==> config.mk <==
export PLATFORM = sky130hd
export DESIGN_NAME = ppfs_top
export DESIGN_NICKNAME = d
export VERILOG_FILES = /design/src/verilog/ppfs_pkg.sv /design/src/verilog/ppfs_pin_if.sv /design/src/verilog/ppfs_port_pad.sv /design/src/verilog/ppfs_top.sv
export SDC_FILE = /design/constraint.sdc
export NUM_CORES = 1
export LEC_CHECK = 0
export BUFFER_PORTS_ARGS = -buffer_cell sky130_fd_sc_hd__buf_2
export CAP_MARGIN = 20
export CELL_PAD_IN_SITES_DETAIL_PLACEMENT = 1
export CELL_PAD_IN_SITES_GLOBAL_PLACEMENT = 1
export CORE_AREA = 2 2 157 159
export DETAILED_ROUTE_END_ITERATION = 12
export DIE_AREA = 0 0 159 161
export PLACE_DENSITY = 0.9
export REMOVE_ABC_BUFFERS = 1
export SLEW_MARGIN = 25
export SYNTH_ARGS = -nofsm -noshare
export SYNTH_HDL_FRONTEND = slang
export SYNTH_SLANG_ARGS = --single-unit
==> constraint.sdc <==
create_clock -name aclk -period 5.2 [get_ports aclk]
set_input_delay 0.26 -clock aclk [delete_from_list [all_inputs] [get_ports aclk]]
set_output_delay 0.26 -clock aclk [all_outputs]
set_load 0.005 [all_outputs]
==> src/verilog/ppfs_pkg.sv <==
package ppfs_pkg;

  // Register byte addresses
  localparam logic [7:0] ADDR_PORT_A_SELECT_LOW  = 8'h00;
  localparam logic [7:0] ADDR_PORT_A_SELECT_HIGH = 8'h04;
  localparam logic [7:0] ADDR_PORT_B_SELECT_HIGH = 8'h08;
  localparam logic [7:0] ADDR_PORT_C_SELECT_LOW  = 8'h0C;
  localparam logic [7:0] ADDR_PORT_C_SELECT_HIGH = 8'h10;
  localparam logic [7:0] ADDR_PORT_A_DATA        = 8'h14;
  localparam logic [7:0] ADDR_PORT_B_DATA        = 8'h18;
  localparam logic [7:0] ADDR_PORT_C_DATA        = 8'h1C;
  localparam logic [7:0] ADDR_PORT_A_DIR         = 8'h20;
  localparam logic [7:0] ADDR_PORT_B_DIR         = 8'h24;
  localparam logic [7:0] ADDR_PORT_C_DIR         = 8'h28;
  localparam logic [7:0] ADDR_WAKE_ENABLE        = 8'h2C;
  localparam logic [7:0] ADDR_BIT_OP             = 8'h30;
  localparam logic [7:0] ADDR_STATUS             = 8'h34;

  // Writable bit masks
  localparam logic [7:0] MASK_PORT_A_SELECT_LOW  = 8'hCC;
  localparam logic [7:0] MASK_PORT_A_SELECT_HIGH = 8'h03;

  // Field positions (low bit of each 2-bit code)
  localparam int POS_A3_SEL = 6;
  localparam int POS_A1_SEL = 2;
  localparam int POS_A4_SEL = 0;

  // Alternate function code
  localparam logic [1:0] SEL_ALT = 2'h3;

  // Reset values
  localparam logic [7:0] RST_SELECT = 8'h00;
  localparam logic [7:0] RST_DATA   = 8'hFF;
  localparam logic [7:0] RST_DIR    = 8'hFF;
  localparam logic [7:0] RST_WAKE   = 8'h00;

  // Bit operation word: [3:0] register index, [6:4] bit, [8] set/clear
  localparam int BITOP_REG_LSB = 0;
  localparam int BITOP_BIT_LSB = 4;
  localparam int BITOP_SET_POS = 8;

  // AXI responses
  localparam logic [1:0] RESP_OKAY   = 2'h0;
  localparam logic [1:0] RESP_SLVERR = 2'h2;

  typedef enum logic [1:0] {
    PPFS_IDLE   = 2'h0,
    PPFS_READ   = 2'h1,
    PPFS_MODIFY = 2'h2
  } ppfs_rmw_e;

endpackage

==> src/verilog/ppfs_pin_if.sv <==
`timescale 1ns/100ps
`default_nettype none
// One 8-bit port: latch, direction, alternate routing, pin level
interface ppfs_pin_if;
  logic [7:0] data_latch;
  logic [7:0] dir;
  logic [7:0] alt_sel;
  logic [7:0] alt_out;
  logic [7:0] pin_sync;
  logic [7:0] pin_out;
  logic [7:0] pin_oe_n;
  logic [7:0] read_value;

  modport ctrl (output data_latch, dir, alt_sel, alt_out, pin_sync,
                input pin_out, pin_oe_n, read_value);
  modport pad  (input data_latch, dir, alt_sel, alt_out, pin_sync,
                output pin_out, pin_oe_n, read_value);
endinterface
`default_nettype wire

==> src/verilog/ppfs_port_pad.sv <==
`timescale 1ns/100ps
`default_nettype none
module ppfs_port_pad (
  ppfs_pin_if.pad p
);
  always_comb begin
    for (int i = 0; i < 8; i++) begin
      if (p.alt_sel[i]) begin
        // Alternate function owns the pin; latch is held, not shown
        p.pin_out[i]  = p.alt_out[i];
        p.pin_oe_n[i] = 1'b0;
      end else begin
        p.pin_out[i]  = p.data_latch[i];
        p.pin_oe_n[i] = p.dir[i];
      end
      // Output pins read back the latch, inputs the pin
      p.read_value[i] = p.dir[i] ? p.pin_sync[i] : p.data_latch[i];
    end
  end
endmodule
`default_nettype wire

==> src/verilog/ppfs_top.sv <==
// Notes on behaviour
// Code 11 routes A3 to timer compare
// Code 11 routes A1 to EL function
// Code 11 routes A4 to inverted compare
// Port B upper pins to LCD segments; only pins 5 to 7 are routed, pin 4 stays GPIO
// Port C upper pins to LCD segments
// Unimplemented port A select bits read zero
// Data and direction reset to ones
// New output drives latch value, high
// Bit set/clear is read-modify-write byte
// Falling edge on enabled A pin wakes
// Direction 1 input, 0 output; latch readback
// Wake only when GPIO and halted
// Software selects pin before enabling peripheral
// Alternate function drives pin, latch kept
// Selection registers reset to zero
`timescale 1ns/100ps
`default_nettype none
module ppfs_top (
  input  wire logic        aclk,
  input  wire logic        aresetn,
  input  wire logic [7:0]  s_axi_awaddr,
  input  wire logic        s_axi_awvalid,
  output logic             s_axi_awready,
  input  wire logic [31:0] s_axi_wdata,
  input  wire logic [3:0]  s_axi_wstrb,
  input  wire logic        s_axi_wvalid,
  output logic             s_axi_wready,
  output logic [1:0]       s_axi_bresp,
  output logic             s_axi_bvalid,
  input  wire logic        s_axi_bready,
  input  wire logic [7:0]  s_axi_araddr,
  input  wire logic        s_axi_arvalid,
  output logic             s_axi_arready,
  output logic [31:0]      s_axi_rdata,
  output logic [1:0]       s_axi_rresp,
  output logic             s_axi_rvalid,
  input  wire logic        s_axi_rready,
  input  wire logic [7:0]  port_a_in,
  output logic [7:0]       port_a_out,
  output logic [7:0]       port_a_oe_n,
  input  wire logic [7:0]  port_b_in,
  output logic [7:0]       port_b_out,
  output logic [7:0]       port_b_oe_n,
  input  wire logic [7:0]  port_c_in,
  output logic [7:0]       port_c_out,
  output logic [7:0]       port_c_oe_n,
  input  wire logic        timer_compare_out,
  input  wire logic        timer_compare_out_inverted,
  input  wire logic        el_function,
  input  wire logic [11:0] lcd_segment,
  input  wire logic        halted,
  output logic             wake_request
);

  typedef struct packed {
    logic                  aw_held;
    logic [7:0]            aw_addr;
    logic                  w_held;
    logic [31:0]           w_data;
    logic [3:0]            w_strb;
    logic                  bvalid;
    logic [1:0]            bresp;
    logic                  rvalid;
    logic [31:0]           rdata;
    logic [1:0]            rresp;
    logic [7:0]            sel_a_low;
    logic [7:0]            sel_a_high;
    logic [7:0]            sel_b_high;
    logic [7:0]            sel_c_low;
    logic [7:0]            sel_c_high;
    logic [7:0]            data_a;
    logic [7:0]            data_b;
    logic [7:0]            data_c;
    logic [7:0]            dir_a;
    logic [7:0]            dir_b;
    logic [7:0]            dir_c;
    logic [7:0]            wake_en;
    ppfs_pkg::ppfs_rmw_e   rmw;
    logic [8:0]            bitop;
    logic [7:0]            rmw_byte;
    logic [7:0]            a_meta;
    logic [7:0]            a_sync;
    logic [7:0]            b_meta;
    logic [7:0]            b_sync;
    logic [7:0]            c_meta;
    logic [7:0]            c_sync;
    logic [7:0]            a_prev;
    logic                  wake;
  } ppfs_state_s;

  ppfs_state_s q;
  ppfs_state_s next_q;

  ppfs_pin_if pa ();
  ppfs_pin_if pb ();
  ppfs_pin_if pc ();

  ppfs_port_pad u_pad_a (
    .p (pa)
  );
  ppfs_port_pad u_pad_b (
    .p (pb)
  );
  ppfs_port_pad u_pad_c (
    .p (pc)
  );

  logic [7:0] alt_a;
  logic [7:0] alt_b;
  logic [7:0] alt_c;
  logic [7:0] gpio_a;

  always_comb begin
    alt_a = 8'h00;
    alt_a[3] = q.sel_a_low[ppfs_pkg::POS_A3_SEL +: 2]
               == ppfs_pkg::SEL_ALT;
    alt_a[1] = q.sel_a_low[ppfs_pkg::POS_A1_SEL +: 2]
               == ppfs_pkg::SEL_ALT;
    alt_a[4] = q.sel_a_high[ppfs_pkg::POS_A4_SEL +: 2]
               == ppfs_pkg::SEL_ALT;
    for (int i = 0; i < 4; i++) begin
      alt_b[i]     = q.sel_b_high[2*i +: 2] == ppfs_pkg::SEL_ALT;
      alt_b[i + 4] = 1'b0;
      alt_c[i]     = q.sel_c_low[2*i +: 2] == ppfs_pkg::SEL_ALT;
      alt_c[i + 4] = q.sel_c_high[2*i +: 2] == ppfs_pkg::SEL_ALT;
    end
    // Pin 4 of port B has no segment behind it here
    alt_b[4] = q.sel_b_high[0 +: 2] == ppfs_pkg::SEL_ALT;
    alt_b[5] = q.sel_b_high[2 +: 2] == ppfs_pkg::SEL_ALT;
    alt_b[6] = q.sel_b_high[4 +: 2] == ppfs_pkg::SEL_ALT;
    alt_b[7] = q.sel_b_high[6 +: 2] == ppfs_pkg::SEL_ALT;
    alt_b[3:0] = 4'h0;
    alt_b[4]   = 1'b0;
    gpio_a = ~alt_a;
  end

  assign pa.data_latch = q.data_a;
  assign pa.dir        = q.dir_a;
  assign pa.alt_sel    = alt_a;
  assign pa.alt_out    = {3'h0, timer_compare_out_inverted,
                          timer_compare_out, 1'b0, el_function, 1'b0};
  assign pa.pin_sync   = q.a_sync;

  assign pb.data_latch = q.data_b;
  assign pb.dir        = q.dir_b;
  assign pb.alt_sel    = alt_b;
  assign pb.alt_out    = {lcd_segment[11:9], 5'h00};
  assign pb.pin_sync   = q.b_sync;

  assign pc.data_latch = q.data_c;
  assign pc.dir        = q.dir_c;
  assign pc.alt_sel    = alt_c;
  assign pc.alt_out    = {lcd_segment[7:0]};
  assign pc.pin_sync   = q.c_sync;

  assign port_a_out  = pa.pin_out;
  assign port_a_oe_n = pa.pin_oe_n;
  assign port_b_out  = pb.pin_out;
  assign port_b_oe_n = pb.pin_oe_n;
  assign port_c_out  = pc.pin_out;
  assign port_c_oe_n = pc.pin_oe_n;

  // Register read mux, used by the bus and the bit-operation engine
  function automatic logic [8:0] read_reg(input logic [7:0] addr);
    logic [8:0] r;
    r = {1'b1, 8'h00};
    case (addr)
      ppfs_pkg::ADDR_PORT_A_SELECT_LOW:
        r[7:0] = q.sel_a_low & ppfs_pkg::MASK_PORT_A_SELECT_LOW;
      ppfs_pkg::ADDR_PORT_A_SELECT_HIGH:
        r[7:0] = q.sel_a_high & ppfs_pkg::MASK_PORT_A_SELECT_HIGH;
      ppfs_pkg::ADDR_PORT_B_SELECT_HIGH: r[7:0] = q.sel_b_high;
      ppfs_pkg::ADDR_PORT_C_SELECT_LOW:  r[7:0] = q.sel_c_low;
      ppfs_pkg::ADDR_PORT_C_SELECT_HIGH: r[7:0] = q.sel_c_high;
      ppfs_pkg::ADDR_PORT_A_DATA:        r[7:0] = pa.read_value;
      ppfs_pkg::ADDR_PORT_B_DATA:        r[7:0] = pb.read_value;
      ppfs_pkg::ADDR_PORT_C_DATA:        r[7:0] = pc.read_value;
      ppfs_pkg::ADDR_PORT_A_DIR:         r[7:0] = q.dir_a;
      ppfs_pkg::ADDR_PORT_B_DIR:         r[7:0] = q.dir_b;
      ppfs_pkg::ADDR_PORT_C_DIR:         r[7:0] = q.dir_c;
      ppfs_pkg::ADDR_WAKE_ENABLE:        r[7:0] = q.wake_en;
      ppfs_pkg::ADDR_STATUS: r[7:0] = {6'h00, q.rmw != ppfs_pkg::PPFS_IDLE,
                                       q.wake};
      ppfs_pkg::ADDR_BIT_OP: r[7:0] = 8'h00;
      default:               r[8] = 1'b0;
    endcase
    return r;
  endfunction

  // Byte write into one register; shared by bus and read-modify-write
  task automatic write_reg(input logic [7:0] addr, input logic [7:0] v);
    case (addr)
      ppfs_pkg::ADDR_PORT_A_SELECT_LOW:
        next_q.sel_a_low = v & ppfs_pkg::MASK_PORT_A_SELECT_LOW;
      ppfs_pkg::ADDR_PORT_A_SELECT_HIGH:
        next_q.sel_a_high = v & ppfs_pkg::MASK_PORT_A_SELECT_HIGH;
      ppfs_pkg::ADDR_PORT_B_SELECT_HIGH: next_q.sel_b_high = v;
      ppfs_pkg::ADDR_PORT_C_SELECT_LOW:  next_q.sel_c_low  = v;
      ppfs_pkg::ADDR_PORT_C_SELECT_HIGH: next_q.sel_c_high = v;
      ppfs_pkg::ADDR_PORT_A_DATA:        next_q.data_a     = v;
      ppfs_pkg::ADDR_PORT_B_DATA:        next_q.data_b     = v;
      ppfs_pkg::ADDR_PORT_C_DATA:        next_q.data_c     = v;
      ppfs_pkg::ADDR_PORT_A_DIR:         next_q.dir_a      = v;
      ppfs_pkg::ADDR_PORT_B_DIR:         next_q.dir_b      = v;
      ppfs_pkg::ADDR_PORT_C_DIR:         next_q.dir_c      = v;
      ppfs_pkg::ADDR_WAKE_ENABLE:        next_q.wake_en    = v;
      default: ;
    endcase
  endtask

  logic [8:0] rd_aw;
  logic [8:0] rd_bus;
  logic [8:0] rd_rmw;
  logic [7:0] rmw_addr;
  logic       rmw_hit;

  always_comb begin
    next_q   = q;
    rd_aw    = read_reg(q.aw_addr);
    rmw_addr = {2'h0, q.bitop[ppfs_pkg::BITOP_REG_LSB +: 4], 2'h0};
    rd_rmw   = read_reg(rmw_addr);
    rd_bus   = read_reg(s_axi_araddr);
    rmw_hit  = 1'b0;

    // Two-stage synchronisers on the pins
    next_q.a_meta = port_a_in;
    next_q.a_sync = q.a_meta;
    next_q.b_meta = port_b_in;
    next_q.b_sync = q.b_meta;
    next_q.c_meta = port_c_in;
    next_q.c_sync = q.c_meta;
    next_q.a_prev = q.a_sync;

    // Falling edge on an enabled GPIO pin while halted; a low pulse
    // shorter than one clock may be missed by the synchroniser
    if (halted) begin
      if (|(q.a_prev & ~q.a_sync & q.wake_en & gpio_a)) begin
        next_q.wake = 1'b1;
      end
    end else begin
      next_q.wake = 1'b0;
    end

    // Bit set/clear: whole byte read, bit changed, byte written back
    case (q.rmw)
      ppfs_pkg::PPFS_READ: begin
        // Input pins read their level, so the write-back copies that
        // level into the latch, as software on the device would see it
        next_q.rmw_byte = rd_rmw[7:0];
        next_q.rmw      = ppfs_pkg::PPFS_MODIFY;
      end
      ppfs_pkg::PPFS_MODIFY: begin
        next_q.rmw_byte[q.bitop[ppfs_pkg::BITOP_BIT_LSB +: 3]] =
          q.bitop[ppfs_pkg::BITOP_SET_POS];
        write_reg(rmw_addr, next_q.rmw_byte);
        next_q.rmw = ppfs_pkg::PPFS_IDLE;
      end
      default: next_q.rmw = ppfs_pkg::PPFS_IDLE;
    endcase
    rmw_hit = q.rmw != ppfs_pkg::PPFS_IDLE;

    // AXI4-Lite write: address and data in either order
    if (s_axi_awvalid && s_axi_awready) begin
      next_q.aw_held = 1'b1;
      next_q.aw_addr = s_axi_awaddr;
    end
    if (s_axi_wvalid && s_axi_wready) begin
      next_q.w_held = 1'b1;
      next_q.w_data = s_axi_wdata;
      next_q.w_strb = s_axi_wstrb;
    end
    // A bus write waits while a bit operation owns the registers, so the
    // two writers never meet in one cycle; this costs up to two cycles
    if (q.aw_held && q.w_held && !q.bvalid && !rmw_hit) begin
      next_q.aw_held = 1'b0;
      next_q.w_held  = 1'b0;
      next_q.bvalid  = 1'b1;
      next_q.bresp   = rd_aw[8] ? ppfs_pkg::RESP_OKAY
                                : ppfs_pkg::RESP_SLVERR;
      if (q.w_strb[0]) begin
        if (q.aw_addr == ppfs_pkg::ADDR_BIT_OP) begin
          next_q.bitop = q.w_data[8:0];
          next_q.rmw   = ppfs_pkg::PPFS_READ;
        end else begin
          write_reg(q.aw_addr, q.w_data[7:0]);
        end
      end
      if (q.w_strb[1] && q.aw_addr == ppfs_pkg::ADDR_BIT_OP) begin
        next_q.bitop[ppfs_pkg::BITOP_SET_POS] = q.w_data[8];
      end
    end
    if (q.bvalid && s_axi_bready) begin
      next_q.bvalid = 1'b0;
    end

    // AXI4-Lite read
    if (s_axi_arvalid && s_axi_arready) begin
      next_q.rvalid = 1'b1;
      next_q.rdata  = {24'h000000, rd_bus[7:0]};
      next_q.rresp  = rd_bus[8] ? ppfs_pkg::RESP_OKAY
                                : ppfs_pkg::RESP_SLVERR;
    end else if (q.rvalid && s_axi_rready) begin
      next_q.rvalid = 1'b0;
    end
  end

  // Ready drops once an address or data word is held, which limits the
  // slave to one write in flight
  assign s_axi_awready = !q.aw_held;
  assign s_axi_wready  = !q.w_held;
  assign s_axi_bvalid  = q.bvalid;
  assign s_axi_bresp   = q.bresp;
  assign s_axi_arready = !q.rvalid;
  assign s_axi_rvalid  = q.rvalid;
  assign s_axi_rdata   = q.rdata;
  assign s_axi_rresp   = q.rresp;
  assign wake_request  = q.wake;

  always_ff @(posedge aclk) begin
    if (!aresetn) begin
      q            <= '0;
      q.sel_a_low  <= ppfs_pkg::RST_SELECT;
      q.sel_a_high <= ppfs_pkg::RST_SELECT;
      q.sel_b_high <= ppfs_pkg::RST_SELECT;
      q.sel_c_low  <= ppfs_pkg::RST_SELECT;
      q.sel_c_high <= ppfs_pkg::RST_SELECT;
      // Latch starts high, so a pin turned to output before any data
      // write drives high
      q.data_a     <= ppfs_pkg::RST_DATA;
      q.data_b     <= ppfs_pkg::RST_DATA;
      q.data_c     <= ppfs_pkg::RST_DATA;
      q.dir_a      <= ppfs_pkg::RST_DIR;
      q.dir_b      <= ppfs_pkg::RST_DIR;
      q.dir_c      <= ppfs_pkg::RST_DIR;
      q.wake_en    <= ppfs_pkg::RST_WAKE;
      q.rmw        <= ppfs_pkg::PPFS_IDLE;
    end else begin
      q <= next_q;
    end
  end

endmodule
`default_nettype wire

## Yosys cells after proc, flatten, opt, wreduce, memory -nomap -nowiden

Index checks and enable logic that the tools add are counted.

| word-level totals | value |
|---|---|
| register bits | 207 |
| input bits | 99 |
| logic and storage cells | 222 |

| operators by class | value |
|---|---|
| $lt $le $gt $ge | 2 |
| equality and inequality tests | 54 |
| muxes and demuxes | 95 |
| bitwise gates (word level) | 6 |
| reductions and logical operators | 31 |

Operators by type and width:

| operator | count |
|---|---|
| 2-to-1 mux 107 bit | 2 |
| case mux 8 bit (13 select lines) | 2 |
| 2-to-1 mux 8 bit | 24 |
| 2-to-1 mux 96 bit | 2 |
| == test 8 x 6 -> 1 bit (second input constant) | 12 |
| == test 8 x 5 -> 1 bit (second input constant) | 8 |
| 2-to-1 mux 1 bit | 58 |
| == test 8 x 4 -> 1 bit (second input constant) | 4 |
| == test 2 bit (second input constant) | 15 |
| OR reduction 14 bit | 2 |
| bitwise AND 8 bit | 3 |
| == test 4 bit (second input constant) | 5 |
| == test 4 x 3 -> 1 bit (second input constant) | 4 |
| == test 8 x 3 -> 1 bit (second input constant) | 2 |
| zero test 8 bit | 2 |
| case mux 8 bit (2 select lines) | 1 |
| 2-to-1 mux 11 bit | 1 |
| logical AND 1 bit | 10 |
| nonzero test 2 bit | 5 |
| bitwise mux 8 bit | 1 |
| == test 4 x 2 -> 1 bit (second input constant) | 2 |
| inverter 5 -> 8 bit | 1 |
| inverter 8 bit | 1 |
| OR reduction 8 bit | 1 |
| 12 further kinds | 20 |

## Longest topological paths before layout

Gate-level depths: netlist of the first run.

| depth | value |
|---|---|
| depth in word-level cells | 12 |
| mapped depth | 9 |
| gate-level depth less buffers | 7 |

## Hierarchy

From an unflattened synthesis of the first run, not the netlist that was laid out.

| unflattened totals | value |
|---|---|
| cell total of the unflattened synthesis | 1255 |
| area total of the unflattened synthesis | 10696.5 µm² |

Modules (own cells, without submodules):

| module | times used | cells an instance | area each (µm²) |
|---|---|---|---|
| ppfs_top | 1 | 1183 | 9765.6 |
| ppfs_port_pad | 3 | 24 | 310.3 |

## Least setup slack after synthesis of the first run

Ideal clock, no wire load.

| path | value |
|---|---|
| path kind | register -> register |
| start point | register q[74] in the netlist's numbering |
| end point | register q[142] in the netlist's numbering |
| setup time | 0.127 ns |
| data arrival time | 1.728 ns |
| data required time | 5.073 ns |
| setup slack | 3.345 ns |
| cell stages (with the launch flop) | 9 |
| clock period less this slack | 1.855 ns |
| path through | dfxtp_1 > inv_1 > ha_1 > and4b_1 > nand4_1 > or4_1 > clkbuf_1 > o211ai_1 > a21boi_0 |

| between the ends | value |
|---|---|
| cells in the longest elaborated chain, start to end | 6 |

Ends and longest elaborated chain:

| item | line | RTL |
|---|---|---|
| start: declaration | ppfs_top.sv:92 | `ppfs_state_s q;` |
| start signal: assignment | ppfs_top.sv:339 | `q <= next_q;` |
| == test 2 bit | ppfs_top.sv:246 | `case (q.rmw)` |
| 2-to-1 mux 96 bit | ppfs_top.sv:246 |  |
| 2-to-1 mux 8 bit | ppfs_top.sv:193 | `case (addr)` |
| 2-to-1 mux 96 bit | ppfs_top.sv:282 | `if (q.aw_addr == ppfs_pkg::ADDR_BIT_OP) begin` |
| 2-to-1 mux 107 bit | ppfs_top.sv:281 | `if (q.w_strb[0]) begin` |
| 2-to-1 mux 107 bit * | ppfs_top.sv:275 | `if (q.aw_held && q.w_held && !q.bvalid && !rmw_hit) begin` |

Every way passes the cells marked *; elsewhere a longest branch is shown, timed or not. The select of a mux whose other input is x is not followed.
A chain may end at the register's enable or synchronous reset.

## Final worst setup path of the first run

| path | value |
|---|---|
| start point | register q[65] in the netlist's numbering |
| end point | register q, in the netlist pa.dir[3] |

| between the ends | value |
|---|---|
| cells in the longest elaborated chain, start to end | 7 |

Ends and longest elaborated chain:

| item | line |
|---|---|
| == test 4 bit * | ppfs_top.sv:193 |
| 2-to-1 mux 8 bit * | ppfs_top.sv:193 |
| 2-to-1 mux 96 bit * | ppfs_top.sv:246 |
| 2-to-1 mux 8 bit | ppfs_top.sv:193 |
| 2-to-1 mux 96 bit | ppfs_top.sv:282 |
| 2-to-1 mux 107 bit | ppfs_top.sv:281 |
| 2-to-1 mux 107 bit * | ppfs_top.sv:275 |

Marked as above.

==> results of run 1 <==
[power by group]
group          switching, mW  internal, mW
sequential            0.0404          1.52
combinational          0.103        0.0771
clock                  0.698         0.744
total                  0.842          2.34
[worst paths after layout]
kind,slack [ns],end,from,depth (start not counted)
hold / removal,0.006,next_q[30],port_b_in[5],2
setup / recovery,2.07,pa.dir[3],q[65],6
setup reg to reg,2.07,pa.dir[3],q[65],6
hold reg to reg,0.44,pb.pin_sync[5],next_q[30],1
[per-stage QoR]
stage | power (mW) | util | cells
detailed placement | 1.77 | 0.462 | 1609
floorplan | 1.66 | - | 1132
global route | 3.28 | 0.489 | 1641
finish | 3.18 | 0.489 | 1641
global placement | 1.76 | 0.462 | 1609
CTS | 3.19 | 0.489 | 1641
[Yosys cell counts (all sizes together) (6+ instances only)]
cell type  number  area (sq um)
mux4            9           203
nor3           10          55.1
nor2           83           327
buf            91           597
and2           71           444
nand4           8          50.1
a21boi         53           398
a22oi           9          67.6
nand3          26           130
a31oi          15          93.8
dfxtp         194          3880
mux2i          50           500
nor4            6          58.8
inv            13          48.8
nor2b          26           163
nand2b         12          75.1
o211ai         83           623
o21ai          32           160
nor3b          11          92.6
nand3b         13          97.6
nand2         190           713
mux2           43           484
clkbuf         63           236
a21oi          61           305
a22o            7          61.3
[flip-flops by register name, summed over array words and instances, names as in the netlist, 8 cells and up]
name	cells
pa.pin_sync	8
pb.dir	8
pb.pin_sync	8
next_q	24
pa.dir	8
pb.data_latch	8
q	85
s_axi_rdata	8
pa.data_latch	8
pc.dir	8
pc.pin_sync	8
pc.data_latch	8
[cells in the final DEF (no fill, tap or decap), drive strengths merged, types with 10 or more instances in the layout]
| master | count |
|---|---|
| conb | 26 |
| nor3b | 11 |
| inv | 18 |
| dfxtp | 194 |
| o211ai | 83 |
| nand2b | 12 |
| a21boi | 53 |
| nor2b | 26 |
| mux2i | 50 |
| nand2 | 190 |
| a31oi | 15 |
| mux2 | 43 |
| nor2 | 83 |
| nand3b | 13 |
| a21oi | 61 |
| clkbuf | 17 |
| nand3 | 26 |
| and2 | 71 |
| buf | 153 |
| nor3 | 10 |
| o21ai | 32 |
[area by class of cell]
class                   instances  share of cell area
inverters                      15             0.00480
well taps                     324              0.0346
multi-input cells             923               0.504
clock buffers                  17              0.0363
flip-flops and latches        194               0.331
clock inverters                15              0.0188
repair buffers                153              0.0702
[per-layer routing]
metal	vias up	global-route usage	wire (microns)
li1	4480	-	-
met1	4970	0.380	15700
met2	499	0.485	17700
met3	116	0.0673	3520
met4	0	0.145	1820
met5	-	0	0
[cells by family (layout without fill, tap and decap cells)]
| group | count (synthesis) | in the layout | share of synthesized area |
|---|---|---|---|
| AO/OA/AOI/OAI | 308 | 308 | 0.202 |
| AND/OR/NAND/NOR | 484 | 484 | 0.231 |
| flip-flops | 194 | 194 | 0.367 |
| buffers and inverters | 169 | 200 | 0.0842 |
| multiplexers | 102 | 102 | 0.112 |
| adder cells (fa/ha/maj) | 3 | 3 | 0.00355 |
| other | 1 | 26 | 0.000355 |
==> flow_summary.yaml, run 1 <==
critical_path:
  path_class: "reg -> reg"
  critPathRequiredTime_ns: 5.56
  slowest_stage: "nand3_1"
  cpMostUsedCell: "nor2_1"
  crit_chain: "buf_4, nor2_1, nand3_1, nor2_1, a21oi_1, o211ai_1"
  slowest_delay_ns: 0.74
  start_kind: "flop"
  worstSetupEndpointType: "flop"
  cp_top_family: "simple AND/OR/NAND/NOR gates"
  critical_path_peak_fanout: 25
  timing.critical_path.buf_inv: 1
  cp.arrival_ns: 3.49
clock_tree:
  cts-root-buf: "clkbuf_16"
  cts_buffers: 17
  cts_max_path_buffers: 2
  h-tree-depth: 4
  post-cts-setup-buffers: 0
  cts_hold_buf: 0
  tritoncts: "built"
  cts.reportedPaths.clkPinSlew_ns: 0.08
  clock-sinks: 194
  clk_latency_ns: 0.45
  ctsResizeCount: 0
floorplanning:
  rows: 57
  fp.dieW_microns: 159
  coreArea_sq_mm: 0.0240
  dieArea_sq_mm: 0.0256
  dieHeight_microns: 161
  initial_core_util: 0.441
  pin_count: 189
finish:
  regArea_sq_mm: 0.00388
  fillers: 2917
  nets: 1406
  multi_input_area_sq_mm: 0.00591
  antennaDiodeCount: 0
  syn_to_final_growth_pct: 10.9
  finalInstanceArea_sq_mm: 0.0117
  drive_above_1_share: 0.196
synth:
  ys_seq_area_frac: 0.367
  ys_ff_latch: 194
  synth_ff_type: "dfxtp_1"
  synth_area_per_cell_sq_um: 8.38
  synthArstFlopShare: 0
  yosys_warnings: 0
  synth.distinct_cells: 69
  synth_edf_count: 0
  netlist_area_sq_mm: 0.0106
  synthCells: 1261
power_and_ir_drop:
  p_leak_nw: 4.23
  power.density_mw_per_mm2: 271
  max-vdd-ir-drop_uv: 179
global_route:
  grt_pass1_wl_mm: 59.2
  first_global_vias: 10131
  antenna_found_initial: 0
  grt_overflow_total: 0
  grt_usage: 0.300
  grt_max_degree: 105
run:
  drv_cap: 0
sta:
  rsz0062_at_grt: "false"
  whs_ns: 0.00632
  clock.fmax_mhz: 319
  fin_skew_ns: 0.0149
  setup_viol: 0
  min_period_ns: 3.13
  fin_ws_ns: 2.07
  fin_crit_sh: 0.602
  final-hold-violation-count: 0
  slew-limit-headroom: 0.217
  tns_ns: 0
  worstMarginPinSlew_ns: 1.15
  finalMaxSlewViolations: 0
detailed_routing:
  drtAntennaViolNets: 0
  avgViaCountPerCell: 6.13
  wl_per_cell_microns: 23.6
  drt_iter0_markers: 826
  drc: 0
  drt_wl_total_mm: 38.8
  via_count: 10065
  first_pass_iters: 5
placement:
  dp_hpwl_mm: 27.8
  place_area_sq_mm: 0.0111
  gp_congestion: 0.994
  port_buffers: 136
  dp_slack_ns: 2.26
min_path:
  hp-class: "in -> reg"
status:
  outcome: "complete, no violations"
Power figures use the tool's default switching activity.
==> run 2, diff against run 1 <==
- ABC_AREA: unset -> 1
- CORE_AREA: 2 2 157 159 -> 2 2 167 169
- DIE_AREA: 0 0 159 161 -> 0 0 169 171
- PLACE_DENSITY: 0.9 -> 0.85
- clock period: 5.2 -> 2.9 ns (I/O delays scaled with it)
==> run 2 against run 1 <==
  * Synthesized cell count increased by 27%
  * Global-route usage down 0.50 points
  * Highest routed layer unchanged
  * Count of clock-buffer cells in the layout stayed put
  * Total power rose by 81%
  * Core utilization is 4.2 points lower
  * Register-to-register slack worse by 1.6 ns
  * Clock power increased by 78%
  * Worst hold slack worse by 0.0025 ns
  * Largest power group unchanged
  * Cell area increased by 4.3%
  * Critical path depth up 2
==> flow_summary.yaml, run 2 <==
sta:
  min_period_ns: 2.44
  tns_ns: 0
  slew-limit-headroom: 0.401
  rsz0062_at_grt: "false"
  finalMaxSlewViolations: 0
  fin_skew_ns: 0.0104
  worstMarginPinSlew_ns: 0.898
  setup_viol: 0
  fin_crit_sh: 0.842
  clock.fmax_mhz: 409
  final-hold-violation-count: 0
synth:
  synthArstFlopShare: 0
  yosys-top-cells-count: "nand2_1 (402), inv_1 (209), dfxtp_1 (194)"
  ys_ff_latch: 194
  yosysMostFrequentCell: "nand2_1"
  synth_area_per_cell_sq_um: 6.51
  synth_ff_type: "dfxtp_1"
  ys_seq_area_frac: 0.373
  synth_top_area_frac: 0.373
  yosys_warnings: 0
  synth_area_leaders: "dfxtp_1 (37%), nand2_1 (15%), inv_1 (7.5%)"
  synth.distinct_cells: 39
  synth_top_cell_by_area: "dfxtp_1"
  synth_edf_count: 0
  netlist_area_sq_mm: 0.0104
  synthCells: 1598
finish:
  nets: 1835
  regMostFlops: "q"
  fillers: 3625
  final_cell_mix: "nand2_1 (402), inv_1 (209), dfxtp_1 (194), o21ai_0 (152), nor2_1 (144)"
  syn_to_final_growth_pct: 17.5
  largest_reg_flops: 85
  drive_above_1_share: 0.132
  mostFrequentLayoutCell: "nand2_1"
  antennaDiodeCount: 0
  stdcell_count: 2092
detailed_routing:
  via_count: 11331
  first_pass_iters: 5
  drt_wl_total_mm: 42.6
  drt-met1-wl_mm: 18.1
  drt_iter0_markers: 908
  dr_wl_met2_mm: 19.3
  avgViaCountPerCell: 5.42
  drtAntennaViolNets: 0
  top_layer: "met4"
  drc: 0
  wl_per_cell_microns: 20.3
  wl_met3_mm: 3.38
clock_tree:
  h-tree-depth: 4
  cts.reportedPaths.clkPinSlew_ns: 0.08
  cts_max_path_buffers: 2
  cts-root-buf: "clkbuf_16"
  tritoncts: "built"
  clk_latency_ns: 0.46
  clock-sinks: 194
  cts_buffers: 17
  post-cts-setup-buffers: 0
critical_path:
  cpMostUsedCell: "inv_1"
  path_class: "reg -> reg"
  worstSetupEndpointType: "flop"
  critical_path_peak_fanout: 15
  slowest_stage: "nand3_1"
  slowest_delay_ns: 0.50
  cp.arrival_ns: 2.82
  critPathRequiredTime_ns: 3.28
  crit_chain: "inv_1, ha_1, nand4_4, nor2_4, nand3_1, inv_1, nand2_1, a21oi_1"
  start_kind: "flop"
global_route:
  antenna_found_initial: 0
  grt_overflow_total: 0
  grt_usage: 0.295
  first_global_vias: 11213
  grt_max_degree: 183
  grt_pass1_wl_mm: 64.7
power_and_ir_drop:
  p_leak_nw: 6.13
  power.density_mw_per_mm2: 469
  max-vdd-ir-drop_uv: 275
floorplanning:
  coreArea_sq_mm: 0.0273
  dieHeight_microns: 171
  pin_count: 189
  fp.dieW_microns: 169
  dieArea_sq_mm: 0.0289
  rows: 61
  initial_core_util: 0.381
placement:
  dpl.cell_count: 2016
  dp_hpwl_mm: 30.7
  port_buffers: 136
  gp_congestion: 0.959
status:
  outcome: "complete, no violations"
min_path:
  hp-class: "in -> reg"
run:
  drv_cap: 0
-- run 2: changes by cell type in the layout (fill, tap and decap cells not counted), moves of 47 or more --
cell / before / now
and2_1: 71 / 0
inv_1: 13 / 209
mux2i_1: 49 / 2
nand2_1: 190 / 402
nand3_1: 26 / 131
nor2_1: 79 / 144
o211ai_1: 83 / 23
o21ai_0: 31 / 152
-- run 2: final cells by class --
| class | count | area [sq um] | share of cell area |
|---|---|---|---|
| clock buffer | 17 | 425 | 0.0348 |
| clock inverter | 15 | 196 | 0.0161 |
| inverter | 213 | 800 | 0.0654 |
| multi-input combinational | 1092 | 5090 | 0.416 |
| sequential | 194 | 3880 | 0.318 |
| tap | 346 | 433 | 0.0354 |
| timing repair buffer | 215 | 1400 | 0.114 |
-- run 2: worst max-delay path: cells and delay by family (launching register included) --
| kind | cells | cell delay (ns) |
|---|---|---|
| simple gates | 4 | 1.13 |
| buf+inv | 2 | 0.41 |
| fa+ha+maj | 1 | 0.34 |
| flops | 1 | 0.32 |
| compound gates | 1 | 0.15 |
-- run 2: report_power, final --
part | total [mW] | internal (mW) | switching [mW]
clock network | 2.57 | 1.32 | 1.25
registers | 2.79 | 2.73 | 0.0661
logic | 0.373 | 0.142 | 0.232
-- run 2: cell families after synthesis --
kind of cell               after synthesis  synth area share
and+or+nand+nor                        715             0.290
AOI/OAI and AO/OA                      346             0.184
buffers and inverters                  337             0.147
DFF                                    194             0.373
adders and majority gates                3           0.00361
muxes                                    2           0.00192
other                                    1          0.000360
-- run 2: final timing paths --
check | slack [ns] | start | to | cells after the start
setup / recovery | 0.46 | q[74] | q[138] | 8
setup reg to reg | 0.46 | q[74] | q[138] | 8
hold / removal | 0.004 | s_axi_rready | s_axi_rvalid | 3
hold reg to reg | 0.42 | next_q[16] | pc.pin_sync[7] | 2
-- run 2: per-layer routing --
metal	track usage	vias up
met5	0	-
li1	-	5358
met1	0.377	5390
met3	0.0544	97
met2	0.478	486
met4	0.145	0
-- run 2: stage by stage --
stage               hold slack (ns)  total power [mW]  area [sq um]  setup WS [ns]   util
floorplan                     0.214              2.99          9770           1.01      -
global placement              0.325              3.16         11200          0.651  0.409
detailed placement            0.333              3.17         11200          0.528  0.409
CTS                         0.00130              5.75         12200          0.482  0.448
global route                 0.0157              5.92         12200          0.306  0.448
finish                      0.00385              5.74         12200          0.458  0.448
-- run 2: what timing repair did --
item | in CTS | in global routing
endpoints found under the hold margin | 44 | 0
gates resized for setup | 0 | 0
hold buffers | 44 | 0
setup endpoints to repair | 0 | 0
